--- src/include/otac_pkg.sv ---
// Purpose: shared constants and types of the orientation trip-angle block
// Assumes: 12-bit signed axis samples, one g equals OTAC_ONE_G counts
// Notes:   angles are whole degrees, tangents and cosines are scaled by 256
package otac_pkg;

    // register indices; byte address is four times the index
    localparam logic [7:0] OTAC_IDX_TILT   = 8'h2B;
    localparam logic [7:0] OTAC_IDX_THR    = 8'h2C;
    localparam logic [7:0] OTAC_IDX_STATUS = 8'h30;
    localparam logic [7:0] OTAC_IDX_MASK   = 8'h31;
    localparam logic [7:0] OTAC_IDX_ORIENT = 8'h32;

    localparam logic [7:0] OTAC_TILT_RST   = 8'h44;
    localparam logic [7:0] OTAC_THR_RST    = 8'h84;
    localparam logic [2:0] OTAC_EVT_RST    = 3'h0;

    // field positions
    localparam int OTAC_BKFR_LSB = 6;
    localparam int OTAC_ZLCK_LSB = 0;
    localparam int OTAC_THS_LSB  = 3;
    localparam int OTAC_HYS_LSB  = 0;

    // event bits of the status and mask registers
    localparam int OTAC_EVT_CHANGE = 0;
    localparam int OTAC_EVT_FREEZE = 1;
    localparam int OTAC_EVT_LOCK   = 2;

    localparam logic [11:0] OTAC_ONE_G      = 12'h200;
    localparam logic [11:0] OTAC_FREEZE_LSB = 12'h280;
    localparam logic [6:0]  OTAC_MAX_DEG    = 7'h5A;

    typedef enum logic [1:0] {
        OTAC_PORTRAIT_UP     = 2'h0,
        OTAC_PORTRAIT_DOWN   = 2'h1,
        OTAC_LANDSCAPE_RIGHT = 2'h2,
        OTAC_LANDSCAPE_LEFT  = 2'h3
    } otac_pl_t;

    typedef logic [6:0]  otac_deg_arr_t [32];
    typedef logic [6:0]  otac_hys_arr_t [8];
    typedef logic [7:0]  otac_lck_arr_t [8];
    typedef logic [7:0]  otac_cos_arr_t [4];
    typedef logic [15:0] otac_tan_arr_t [19];

    localparam otac_deg_arr_t OTAC_THR_DEG = '{
        7'h00, 7'h02, 7'h04, 7'h06, 7'h08, 7'h0B, 7'h0D, 7'h10,
        7'h12, 7'h15, 7'h18, 7'h1C, 7'h1F, 7'h22, 7'h26, 7'h29,
        7'h2D, 7'h31, 7'h34, 7'h38, 7'h3B, 7'h3E, 7'h42, 7'h45,
        7'h48, 7'h4A, 7'h4D, 7'h50, 7'h52, 7'h54, 7'h56, 7'h58};
    localparam otac_hys_arr_t OTAC_HYS_DEG = '{
        7'h00, 7'h04, 7'h07, 7'h0B, 7'h0E, 7'h11, 7'h15, 7'h18};
    // tangent of the smallest lockout angle per code
    localparam otac_lck_arr_t OTAC_LCK_TAN = '{
        8'h3E, 8'h4F, 8'h61, 8'h74, 8'h89, 8'hA0, 8'hBB, 8'hDA};
    // cosine of 80, 75, 70 and 65 degrees
    localparam otac_cos_arr_t OTAC_BF_COS = '{8'h2C, 8'h42, 8'h58, 8'h6C};
    // tangent at 5 degree steps, the last entry stands in for 89 degrees
    localparam otac_tan_arr_t OTAC_TAN_5DEG = '{
        16'h0000, 16'h0016, 16'h002D, 16'h0045, 16'h005D, 16'h0077, 16'h0094,
        16'h00B3, 16'h00D7, 16'h0100, 16'h0131, 16'h016E, 16'h01BB, 16'h0225,
        16'h02BF, 16'h03BB, 16'h05AC, 16'h0B6E, 16'h394A};

    typedef struct packed {
        logic               valid;
        logic signed [11:0] x;
        logic signed [11:0] y;
        logic signed [11:0] z;
    } otac_sample_t;

    typedef struct packed {
        logic       wr;
        logic       rd;
        logic [9:0] addr;
        logic [7:0] wdata;
    } otac_bus_t;

endpackage : otac_pkg

--- src/design/otac_tan_lut.sv ---
// Purpose: tangent of a whole-degree angle, scaled by 256
// Assumes: angle at most 90 degrees
// Notes:   linear between 5 degree points; coarse near 90 degrees
`timescale 1ns/1ps
`default_nettype none
module otac_tan_lut (
    input  wire logic [6:0]  angle_deg,
    output logic      [15:0] tan_q8
);
    logic [4:0]  idx;
    logic [2:0]  frac;
    logic [15:0] lo;
    logic [15:0] hi;
    logic [18:0] span;

    always_comb
    begin
        idx  = 5'(angle_deg / 7'h05);
        frac = 3'(angle_deg % 7'h05);
        lo   = otac_pkg::OTAC_TAN_5DEG[idx];
        hi   = (idx >= 5'h12) ? lo : otac_pkg::OTAC_TAN_5DEG[idx + 5'h01];
        span = 19'(hi - lo) * 19'(frac);
        tan_q8 = lo + 16'(span / 19'h00005);
    end
endmodule : otac_tan_lut
`default_nettype wire

--- src/design/otac_orient.sv ---
// Purpose: orientation decision with programmable trip, hysteresis and lockout
// Assumes: sample.valid pulses once per output data sample
// Notes:   decision uses squared magnitudes, no square roots; the only divides are by 5, in the tangent lookup
//
// Decided for this implementation: strobed register access.
`timescale 1ns/1ps
`default_nettype none
module otac_orient (
    input  wire logic                  sys_clk,
    input  wire logic                  resetn,
    input  wire otac_pkg::otac_bus_t    bus,
    input  wire otac_pkg::otac_sample_t sample,
    output logic      [7:0]            rdata,
    output logic      [1:0]            pl_orientation_field,
    output logic                       back_front_flag,
    output logic                       irq
);
    typedef struct packed {
        logic [7:0] tilt_cfg;
        logic [7:0] thr_cfg;
        logic [2:0] status;
        logic [2:0] mask;
        logic [1:0] pl;
        logic       bf;
        logic       frozen;
        logic       locked;
        logic [7:0] rdata;
        logic       irq;
    } otac_state_t;

    otac_state_t st_r;
    otac_state_t st_nxt;

    logic [11:0] ax;
    logic [11:0] ay;
    logic [11:0] az;
    logic [23:0] x2;
    logic [23:0] y2;
    logic [23:0] z2;
    logic [25:0] m2;
    logic        over;
    logic [1:0]  bkfr;
    logic [2:0]  zlck;
    logic [4:0]  ths;
    logic [2:0]  hys;
    logic [6:0]  thr_deg;
    logic [6:0]  hys_deg;
    logic [7:0]  up_sum;
    logic [6:0]  up_deg;
    logic [6:0]  dn_deg;
    logic [15:0] tan_up;
    logic [15:0] tan_dn;
    logic [7:0]  cos_bf;
    logic [7:0]  tan_lk;
    logic [41:0] z_lhs;
    logic [41:0] bf_rhs;
    logic [41:0] xy_lhs;
    logic [41:0] lk_rhs;
    logic        go_front;
    logic        go_back;
    logic        lock_now;
    logic [29:0] y_scaled;
    logic [29:0] x_up;
    logic [29:0] x_dn;
    logic        to_portrait;
    logic        to_landscape;
    logic        is_portrait;
    logic [1:0]  pl_new;
    logic        bf_new;
    logic        upd;
    logic [7:0]  idx;
    logic [2:0]  evt;

    always_comb
    begin
        ax = sample.x[11] ? 12'(-sample.x) : 12'(sample.x);
        ay = sample.y[11] ? 12'(-sample.y) : 12'(sample.y);
        az = sample.z[11] ? 12'(-sample.z) : 12'(sample.z);
        x2 = 24'(ax) * 24'(ax);
        y2 = 24'(ay) * 24'(ay);
        z2 = 24'(az) * 24'(az);
        m2 = 26'(x2) + 26'(y2) + 26'(z2);
    end

    assign over = (ax > otac_pkg::OTAC_FREEZE_LSB) || (ay > otac_pkg::OTAC_FREEZE_LSB)
                  || (az > otac_pkg::OTAC_FREEZE_LSB);

    assign bkfr = st_r.tilt_cfg[otac_pkg::OTAC_BKFR_LSB +: 2];
    assign zlck = st_r.tilt_cfg[otac_pkg::OTAC_ZLCK_LSB +: 3];
    assign ths  = st_r.thr_cfg[otac_pkg::OTAC_THS_LSB +: 5];
    assign hys  = st_r.thr_cfg[otac_pkg::OTAC_HYS_LSB +: 3];

    always_comb
    begin
        thr_deg = otac_pkg::OTAC_THR_DEG[ths];
        hys_deg = otac_pkg::OTAC_HYS_DEG[hys];
        up_sum  = 8'(thr_deg) + 8'(hys_deg);
        up_deg  = (up_sum > 8'(otac_pkg::OTAC_MAX_DEG)) ? otac_pkg::OTAC_MAX_DEG
                                                         : up_sum[6:0];
        dn_deg  = (thr_deg > hys_deg) ? 7'(thr_deg - hys_deg) : 7'h00;
    end

    otac_tan_lut u_tan_up (
        .angle_deg (up_deg),
        .tan_q8    (tan_up)
    );

    otac_tan_lut u_tan_dn (
        .angle_deg (dn_deg),
        .tan_q8    (tan_dn)
    );

    // z angle against cos of trip angle
    always_comb
    begin
        cos_bf   = otac_pkg::OTAC_BF_COS[bkfr];
        z_lhs    = {2'h0, z2, 16'h0000};
        bf_rhs   = 42'(16'(cos_bf) * 16'(cos_bf)) * 42'(m2);
        go_front = !sample.z[11] && (sample.z != 12'h000) && (z_lhs > bf_rhs);
        go_back  = sample.z[11] && (z_lhs > bf_rhs);
        bf_new   = go_front ? 1'b0 : (go_back ? 1'b1 : st_r.bf);
    end

    // tilt below lockout angle holds portrait/landscape
    always_comb
    begin
        tan_lk   = otac_pkg::OTAC_LCK_TAN[zlck];
        xy_lhs   = {1'b0, 25'(x2) + 25'(y2), 16'h0000};
        lk_rhs   = 42'(16'(tan_lk) * 16'(tan_lk)) * 42'(z2);
        lock_now = xy_lhs < lk_rhs;
    end

    // hysteresis picks trip by current state
    always_comb
    begin
        y_scaled     = {10'h000, ay, 8'h00};
        x_up         = 30'(ax) * 30'(tan_up);
        x_dn         = 30'(ax) * 30'(tan_dn);
        to_portrait  = y_scaled > x_up;
        to_landscape = y_scaled < x_dn;
        is_portrait  = st_r.pl[1] ? to_portrait : !to_landscape;
    end

    // portrait on y axis, landscape on x axis
    // field encoding of the four orientations
    always_comb
    begin
        if (is_portrait)
            pl_new = sample.y[11] ? otac_pkg::OTAC_PORTRAIT_UP : otac_pkg::OTAC_PORTRAIT_DOWN;
        else
            pl_new = (sample.x[11] || sample.x == 12'h000) ? otac_pkg::OTAC_LANDSCAPE_LEFT
                                                           : otac_pkg::OTAC_LANDSCAPE_RIGHT;
    end

    assign upd = sample.valid && !over;
    assign idx = bus.addr[9:2];

    always_comb
    begin
        st_nxt = st_r;
        evt    = 3'h0;
        if (upd)
        begin
            st_nxt.bf = bf_new;
            if (!lock_now)
                st_nxt.pl = pl_new;
            evt[otac_pkg::OTAC_EVT_CHANGE] = (bf_new != st_r.bf)
                                             || (!lock_now && pl_new != st_r.pl);
        end
        if (sample.valid)
        begin
            st_nxt.frozen = over;
            st_nxt.locked = !over && lock_now;
            evt[otac_pkg::OTAC_EVT_FREEZE] = over && !st_r.frozen;
            evt[otac_pkg::OTAC_EVT_LOCK]   = !over && lock_now && !st_r.locked;
        end
        if (bus.wr)
        begin
            unique case (idx)
                otac_pkg::OTAC_IDX_TILT:   st_nxt.tilt_cfg = bus.wdata;
                otac_pkg::OTAC_IDX_THR:    st_nxt.thr_cfg  = bus.wdata;
                otac_pkg::OTAC_IDX_STATUS: st_nxt.status   = st_r.status & ~bus.wdata[2:0];
                otac_pkg::OTAC_IDX_MASK:   st_nxt.mask     = bus.wdata[2:0];
                default:                   st_nxt.mask     = st_r.mask;
            endcase
        end
        // a new event wins over a clear in the same cycle
        st_nxt.status = st_nxt.status | evt;
        st_nxt.rdata  = 8'h00;
        if (bus.rd)
        begin
            unique case (idx)
                otac_pkg::OTAC_IDX_TILT:   st_nxt.rdata = st_r.tilt_cfg;
                otac_pkg::OTAC_IDX_THR:    st_nxt.rdata = st_r.thr_cfg;
                otac_pkg::OTAC_IDX_STATUS: st_nxt.rdata = {5'h00, st_r.status};
                otac_pkg::OTAC_IDX_MASK:   st_nxt.rdata = {5'h00, st_r.mask};
                otac_pkg::OTAC_IDX_ORIENT: st_nxt.rdata = {3'h0, st_r.locked,
                                                           st_r.frozen, st_r.pl, st_r.bf};
                default:                   st_nxt.rdata = 8'h00;
            endcase
        end
        st_nxt.irq = |(st_nxt.status & st_nxt.mask);
    end

    always_ff @(posedge sys_clk)
    begin
        if (!resetn)
        begin
            st_r          <= '0;
            st_r.tilt_cfg <= otac_pkg::OTAC_TILT_RST;
            st_r.thr_cfg  <= otac_pkg::OTAC_THR_RST;
            st_r.status   <= otac_pkg::OTAC_EVT_RST;
            st_r.mask     <= otac_pkg::OTAC_EVT_RST;
        end
        else
            st_r <= st_nxt;
    end

    assign rdata                = st_r.rdata;
    assign pl_orientation_field = st_r.pl;
    assign back_front_flag      = st_r.bf;
    assign irq                  = st_r.irq;

    // checks
    logic past_rst;

    always_ff @(posedge sys_clk)
    begin
        past_rst <= !resetn;
    end

    property p_bkfr_reset;
        @(posedge sys_clk) past_rst |-> bkfr == 2'h1;
    endproperty
    a_bkfr_reset: assert property (p_bkfr_reset) else $error("bkfr reset wrong");

    property p_zlck_reset;
        @(posedge sys_clk) past_rst |-> zlck == 3'h4 && ths == 5'h10 && hys == 3'h4;
    endproperty
    a_zlck_reset: assert property (p_zlck_reset) else $error("cfg reset wrong");

    property p_thr_write;
        @(posedge sys_clk) disable iff (!resetn)
        bus.wr && idx == otac_pkg::OTAC_IDX_THR |=> st_r.thr_cfg == $past(bus.wdata);
    endproperty
    a_thr_write: assert property (p_thr_write) else $error("threshold write lost");

    property p_front;
        @(posedge sys_clk) disable iff (!resetn)
        upd && go_front |=> !back_front_flag;
    endproperty
    a_front: assert property (p_front) else $error("front not reported");

    property p_back_hold;
        @(posedge sys_clk) disable iff (!resetn)
        upd && !go_front && !go_back |=> $stable(back_front_flag);
    endproperty
    a_back_hold: assert property (p_back_hold) else $error("bf moved in dead band");

    property p_freeze;
        @(posedge sys_clk) disable iff (!resetn)
        sample.valid && over |=> $stable(pl_orientation_field) && $stable(back_front_flag);
    endproperty
    a_freeze: assert property (p_freeze) else $error("decision moved over 1.25 g");

    property p_freeze_evt;
        @(posedge sys_clk) disable iff (!resetn)
        sample.valid && over && !st_r.frozen |=> st_r.status[otac_pkg::OTAC_EVT_FREEZE];
    endproperty
    a_freeze_evt: assert property (p_freeze_evt) else $error("freeze event lost");

    property p_lockout;
        @(posedge sys_clk) disable iff (!resetn)
        upd && lock_now |=> $stable(pl_orientation_field);
    endproperty
    a_lockout: assert property (p_lockout) else $error("pl moved while locked");

    property p_idle;
        @(posedge sys_clk) disable iff (!resetn)
        !sample.valid |=> $stable(pl_orientation_field) && $stable(back_front_flag);
    endproperty
    a_idle: assert property (p_idle) else $error("decision without sample");

    property p_portrait_up;
        @(posedge sys_clk) disable iff (!resetn)
        upd && !lock_now && is_portrait && sample.y[11] |=> pl_orientation_field == 2'h0;
    endproperty
    a_portrait_up: assert property (p_portrait_up) else $error("portrait up code");

    property p_hys_land;
        @(posedge sys_clk) disable iff (!resetn)
        upd && !lock_now && st_r.pl[1] && !to_portrait |=> pl_orientation_field[1];
    endproperty
    a_hys_land: assert property (p_hys_land) else $error("left landscape early");

    property p_trip_order;
        @(posedge sys_clk) disable iff (!resetn)
        1'b1 |-> tan_up >= tan_dn && up_deg >= thr_deg && dn_deg <= thr_deg;
    endproperty
    a_trip_order: assert property (p_trip_order) else $error("trip angles crossed");

    property p_land_side;
        @(posedge sys_clk) disable iff (!resetn)
        upd && !lock_now && !is_portrait && !sample.x[11] && sample.x != 12'h000
        |=> pl_orientation_field == 2'h2;
    endproperty
    a_land_side: assert property (p_land_side) else $error("landscape right code");

    // a cleared mask must silence the line even when an event lands at once
    property p_irq;
        @(posedge sys_clk) disable iff (!resetn)
        bus.wr && idx == otac_pkg::OTAC_IDX_MASK && bus.wdata[2:0] == 3'h0 |=> !irq;
    endproperty
    a_irq: assert property (p_irq) else $error("irq mismatch");

    property p_rd_data;
        @(posedge sys_clk) disable iff (!resetn)
        bus.rd && idx == otac_pkg::OTAC_IDX_TILT |=> rdata == $past(st_r.tilt_cfg);
    endproperty
    a_rd_data: assert property (p_rd_data) else $error("read data wrong");

    property p_rd_idle;
        @(posedge sys_clk) disable iff (!resetn)
        !bus.rd |=> rdata == 8'h00;
    endproperty
    a_rd_idle: assert property (p_rd_idle) else $error("read data stood too long");

    c_freeze: cover property (@(posedge sys_clk) disable iff (!resetn) sample.valid && over);
    c_lock: cover property (@(posedge sys_clk) disable iff (!resetn) upd && lock_now);
    c_to_land: cover property (@(posedge sys_clk) disable iff (!resetn)
                               upd && !st_r.pl[1] && to_landscape && !lock_now);
    c_irq: cover property (@(posedge sys_clk) disable iff (!resetn) irq);
endmodule : otac_orient
`default_nettype wire

--- config.mk ---
export PLATFORM = sky130hd
export DESIGN_NAME = otac_orient
export DESIGN_NICKNAME = d
export VERILOG_FILES = /design/src/include/otac_pkg.sv /design/src/design/otac_tan_lut.sv /design/src/design/otac_orient.sv
export SDC_FILE = /design/constraint.sdc
export NUM_CORES = 2
export LEC_CHECK = 0
export ABC_CLOCK_PERIOD_IN_PS = 31500
export BUFFER_PORTS_ARGS = -buffer_cell sky130_fd_sc_hd__buf_2
export CORE_MARGIN = 1
export CORE_UTILIZATION = 34
export CTS_CLUSTER_SIZE = 14
export DETAILED_ROUTE_END_ITERATION = 12
export PLACE_DENSITY = 0.57
export SLEW_MARGIN = 20
export SYNTH_ARGS = -nofsm -noshare
export SYNTH_HDL_FRONTEND = slang
export SYNTH_SLANG_ARGS = --single-unit
--- constraint.sdc ---
create_clock -name sys_clk -period 31.5 [get_ports sys_clk]
set_input_delay 3.15 -clock sys_clk [delete_from_list [all_inputs] [get_ports sys_clk]]
set_output_delay 3.15 -clock sys_clk [all_outputs]
set_load 0.02 [all_outputs]
==> results.json <==
{
  "highest_delay_cell_along_the_critical_path": "sky130_fd_sc_hd__ha_1",
  "crit_path_start_kind": "flop",
  "routedWlPerCell_um": 16.8,
  "portion_of_the_post_synthesis_area_used_by_sequential_elements_pct": 1.12,
  "hold_fails_final_rpt": 0,
  "synth_adder_area_share_pct": 51.3,
  "wire_length_of_the_first_global_routing_pass_um": 287000,
  "detail_route.wirelength_um": 175000,
  "cp_data_arrival_time_ns": 29.44,
  "global_router_s_overall_resource_usage_pct": 18.3,
  "numClockSinks": 36,
  "report.final.setup_viol": 0,
  "cts_tree": "built",
  "cts_root_buf": "sky130_fd_sc_hd__clkbuf_16",
  "drive_above_1_share_pct": 6.12,
  "die_height_um": 437,
  "syn_avg_cell_area_um2": 8.13,
  "required_ns": 31.63,
  "critical_path_start_end_classification": "reg2reg",
  "critical-path-max-stage-delay_ns": 0.57,
  "design.core.area_mm2": 0.188,
  "ys_ff_latch": 36,
  "design.final.nets": 9943,
  "number_of_antenna_violations_at_the_first_check_in_global_routing": 6,
  "muxShareOfSynthArea_pct": 0.895,
  "port-buffer-count": 68,
  "drt_iter0_markers": 2641,
  "fp-row-count": 159,
  "dominant_cell_by_count_in_the_synthesized_netlist": "sky130_fd_sc_hd__inv_1",
  "final.setup_skew_ns": 0.00481,
  "hpwlAfterDp_um": 144000,
  "synth_common_cells": "sky130_fd_sc_hd__inv_1, sky130_fd_sc_hd__fa_1, sky130_fd_sc_hd__nand2_1",
  "worst_pin_slew_ns": 1.07,
  "dominant_combinational_cell_family_by_area_after_synthesis": "adder cells",
  "cts_hold_buf": 0,
  "first_pass_iteration_count_of_the_detailed_router": 10,
  "async_flop_share_pct": 0,
  "post_synth_inst_count": 7933,
  "synth-simple-area-share_pct": 16.8,
  "filler_cell_count": 19498,
  "ioPinCount": 71,
  "hold_path_class": "reg2reg",
  "dr_total_vias": 52800,
  "fp.dieW_um": 437,
  "cts-root-to-sink-buffers": 2,
  "netlist_area_mm2": 0.0645,
  "grt_overflow_total": 0,
  "yosysTopAreaCell": "sky130_fd_sc_hd__fa_1",
  "crit_top_cell": "sky130_fd_sc_hd__a21oi_1",
  "netlist-cell-type-count": 131,
  "finalInstanceArea_mm2": 0.0688,
  "totalNegativeSetupSlack_ns": 0,
  "clock_insertion_delay_worst_skew_ns": 0.28,
  "fmax_mhz": 34.1,
  "ant_nets": 0,
  "clkSlewWorstSetupHoldPaths_ns": 0.06,
  "max-slew-margin-rel_pct": 28.4,
  "post-route-period-util_pct": 93.1,
  "share_of_the_synthesized_netlist_area_taken_by_xor_and_xnor_gates_pct": 6.04,
  "timing.max_cap.violations": 0,
  "detailed_place.area_mm2": 0.0681,
  "cts_max_level": 2,
  "gpl.final_weighted_congestion": 0.872,
  "ys.flop_type": "sky130_fd_sc_hd__dfxtp_1",
  "synth-warning-count": 0,
  "remaining_drc_errors": 2,
  "dieArea_mm2": 0.191,
  "finalWorstPathRequiredPeriod_ns": 29.31,
  "status": "finished, violations left",
  "failed_checks": "design-rule violations",
  "route.detailed.vias_per_inst": 5.07,
  "initial_core_util_pct": 34.3,
  "synth_compound_gate_area_share_pct": 13.2,
  "area_growth_pct": 6.73,
  "report.final.slew_viol_count": 0,
  "netlist.area_leader.share_pct": 34.2,
  "numCtsBuffers": 5,
  "synth-edff-count": 0,
  "first_global_vias": 54983,
  "crit_path_end_kind": "flop",
  "rsz0062_at_grt": "no",
  "worst-path-max-fanout": 12,
  "synthTopCellsByArea": "sky130_fd_sc_hd__fa_1, sky130_fd_sc_hd__ha_1, sky130_fd_sc_hd__inv_1",
  "grt_max_degree": 59
}
[state kept, by name, summed over array words and instances, names as in the netlist]
name and flops:
bkfr 2, st_r 19, pl_orientation_field 2, hys 3
irq 1, back_front_flag 1, rdata 8
[final cells by class]
| cell class | instances | area [µm²] | share of cell area [%] |
|---|---|---|---|
| flip-flops and latches | 36 | 727 | 1.06 |
| repair buffers | 243 | 1670 | 2.42 |
| clock buffers | 8 | 146 | 0.213 |
| inverters | 1502 | 5640 | 8.20 |
| multi-input cells | 6120 | 57500 | 83.6 |
| well taps | 2495 | 3120 | 4.54 |
| diodes | 1 | 2.50 | 0.00364 |
[placed cells by master (no fill, tap or decap), types with 79 or more instances in the layout]
| master | netlist | layout |
|---|---|---|
| sky130_fd_sc_hd__inv_1 | 1482 | 1482 |
| sky130_fd_sc_hd__fa_1 | 1103 | 1103 |
| sky130_fd_sc_hd__nand2_1 | 900 | 899 |
| sky130_fd_sc_hd__ha_1 | 873 | 870 |
| sky130_fd_sc_hd__nor2_1 | 637 | 632 |
| sky130_fd_sc_hd__a21oi_1 | 412 | 407 |
| sky130_fd_sc_hd__xnor2_1 | 338 | 312 |
| sky130_fd_sc_hd__and2_1 | 218 | 217 |
| sky130_fd_sc_hd__buf_4 | 15 | 174 |
| sky130_fd_sc_hd__o21bai_1 | 176 | 171 |
| sky130_fd_sc_hd__o21ai_0 | 173 | 170 |
| sky130_fd_sc_hd__nand2b_1 | 121 | 121 |
| sky130_fd_sc_hd__nand3_1 | 117 | 117 |
| sky130_fd_sc_hd__nor3_1 | 93 | 93 |
| sky130_fd_sc_hd__xor2_1 | 93 | 80 |
| sky130_fd_sc_hd__a21o_1 | 80 | 79 |
[cells by family after synthesis]
| group | Yosys count |
|---|---|
| and+or+nand+nor | 2351 |
| xor gates and xnor gates | 438 |
| buffers and inverters | 1799 |
| other | 2 |
| AOI/OAI and AO/OA | 1269 |
| DFF | 36 |
| adders and majority gates | 1984 |
| muxes | 54 |
[per-stage QoR]
step	utilization, %	cells	setup WS [ns]	hold slack (ns)
after floorplan	-	7955	5.32	0.436
after global placement	36.2	10368	1.11	0.446
after detailed placement	36.2	10368	0.554	0.450
after CTS	36.3	10376	0.420	0.457
after global routing	36.6	10404	0.00515	0.492
final	36.6	10405	2.19	0.460
[worst paths after layout]
check / cells past startpoint / from / slack [ns] / to
setup / recovery: 124 / st_r[23]$_SDFFE_PN0P_ / 2.19 / irq$_SDFF_PN0_
hold / removal: 2 / st_r[31]$_SDFFE_PN0P_ / 0.46 / st_r[31]$_SDFFE_PN0P_
setup reg to reg: 124 / st_r[23]$_SDFFE_PN0P_ / 2.19 / irq$_SDFF_PN0_
hold reg to reg: 2 / st_r[31]$_SDFFE_PN0P_ / 0.46 / st_r[31]$_SDFFE_PN0P_
[per-layer routing]
metal  vias to the layer above  wire, µm  global-route usage (%)
met5                         -        13                       0
met4                         2      4860                    4.47
met3                       205      6280                    1.08
met2                      1103     88000                    33.2
met1                     26230     75500                    23.5
li1                      25260         -                       -
[critical path, delay by kind of cell (launching register included)]
family,cells,cell delay (ns)
compound gates,59,12.63
flops,1,0.47
buf+inv,13,1.59
simple gates,24,4.67
fa+ha+maj,17,6.91
mux,7,1.77
xor+xnor,4,1.07
[timing repair]
| item | in CTS | in global routing |
|---|---|---|
| setup endpoints to repair | 0 | 4 |
| buffers inserted | 0 | 28 |
| gates resized for setup | 0 | 67 |
Power is left out: the tool's default activity adds up to more than one toggle a clock period on the data nets, which glitch-free logic cannot reach.
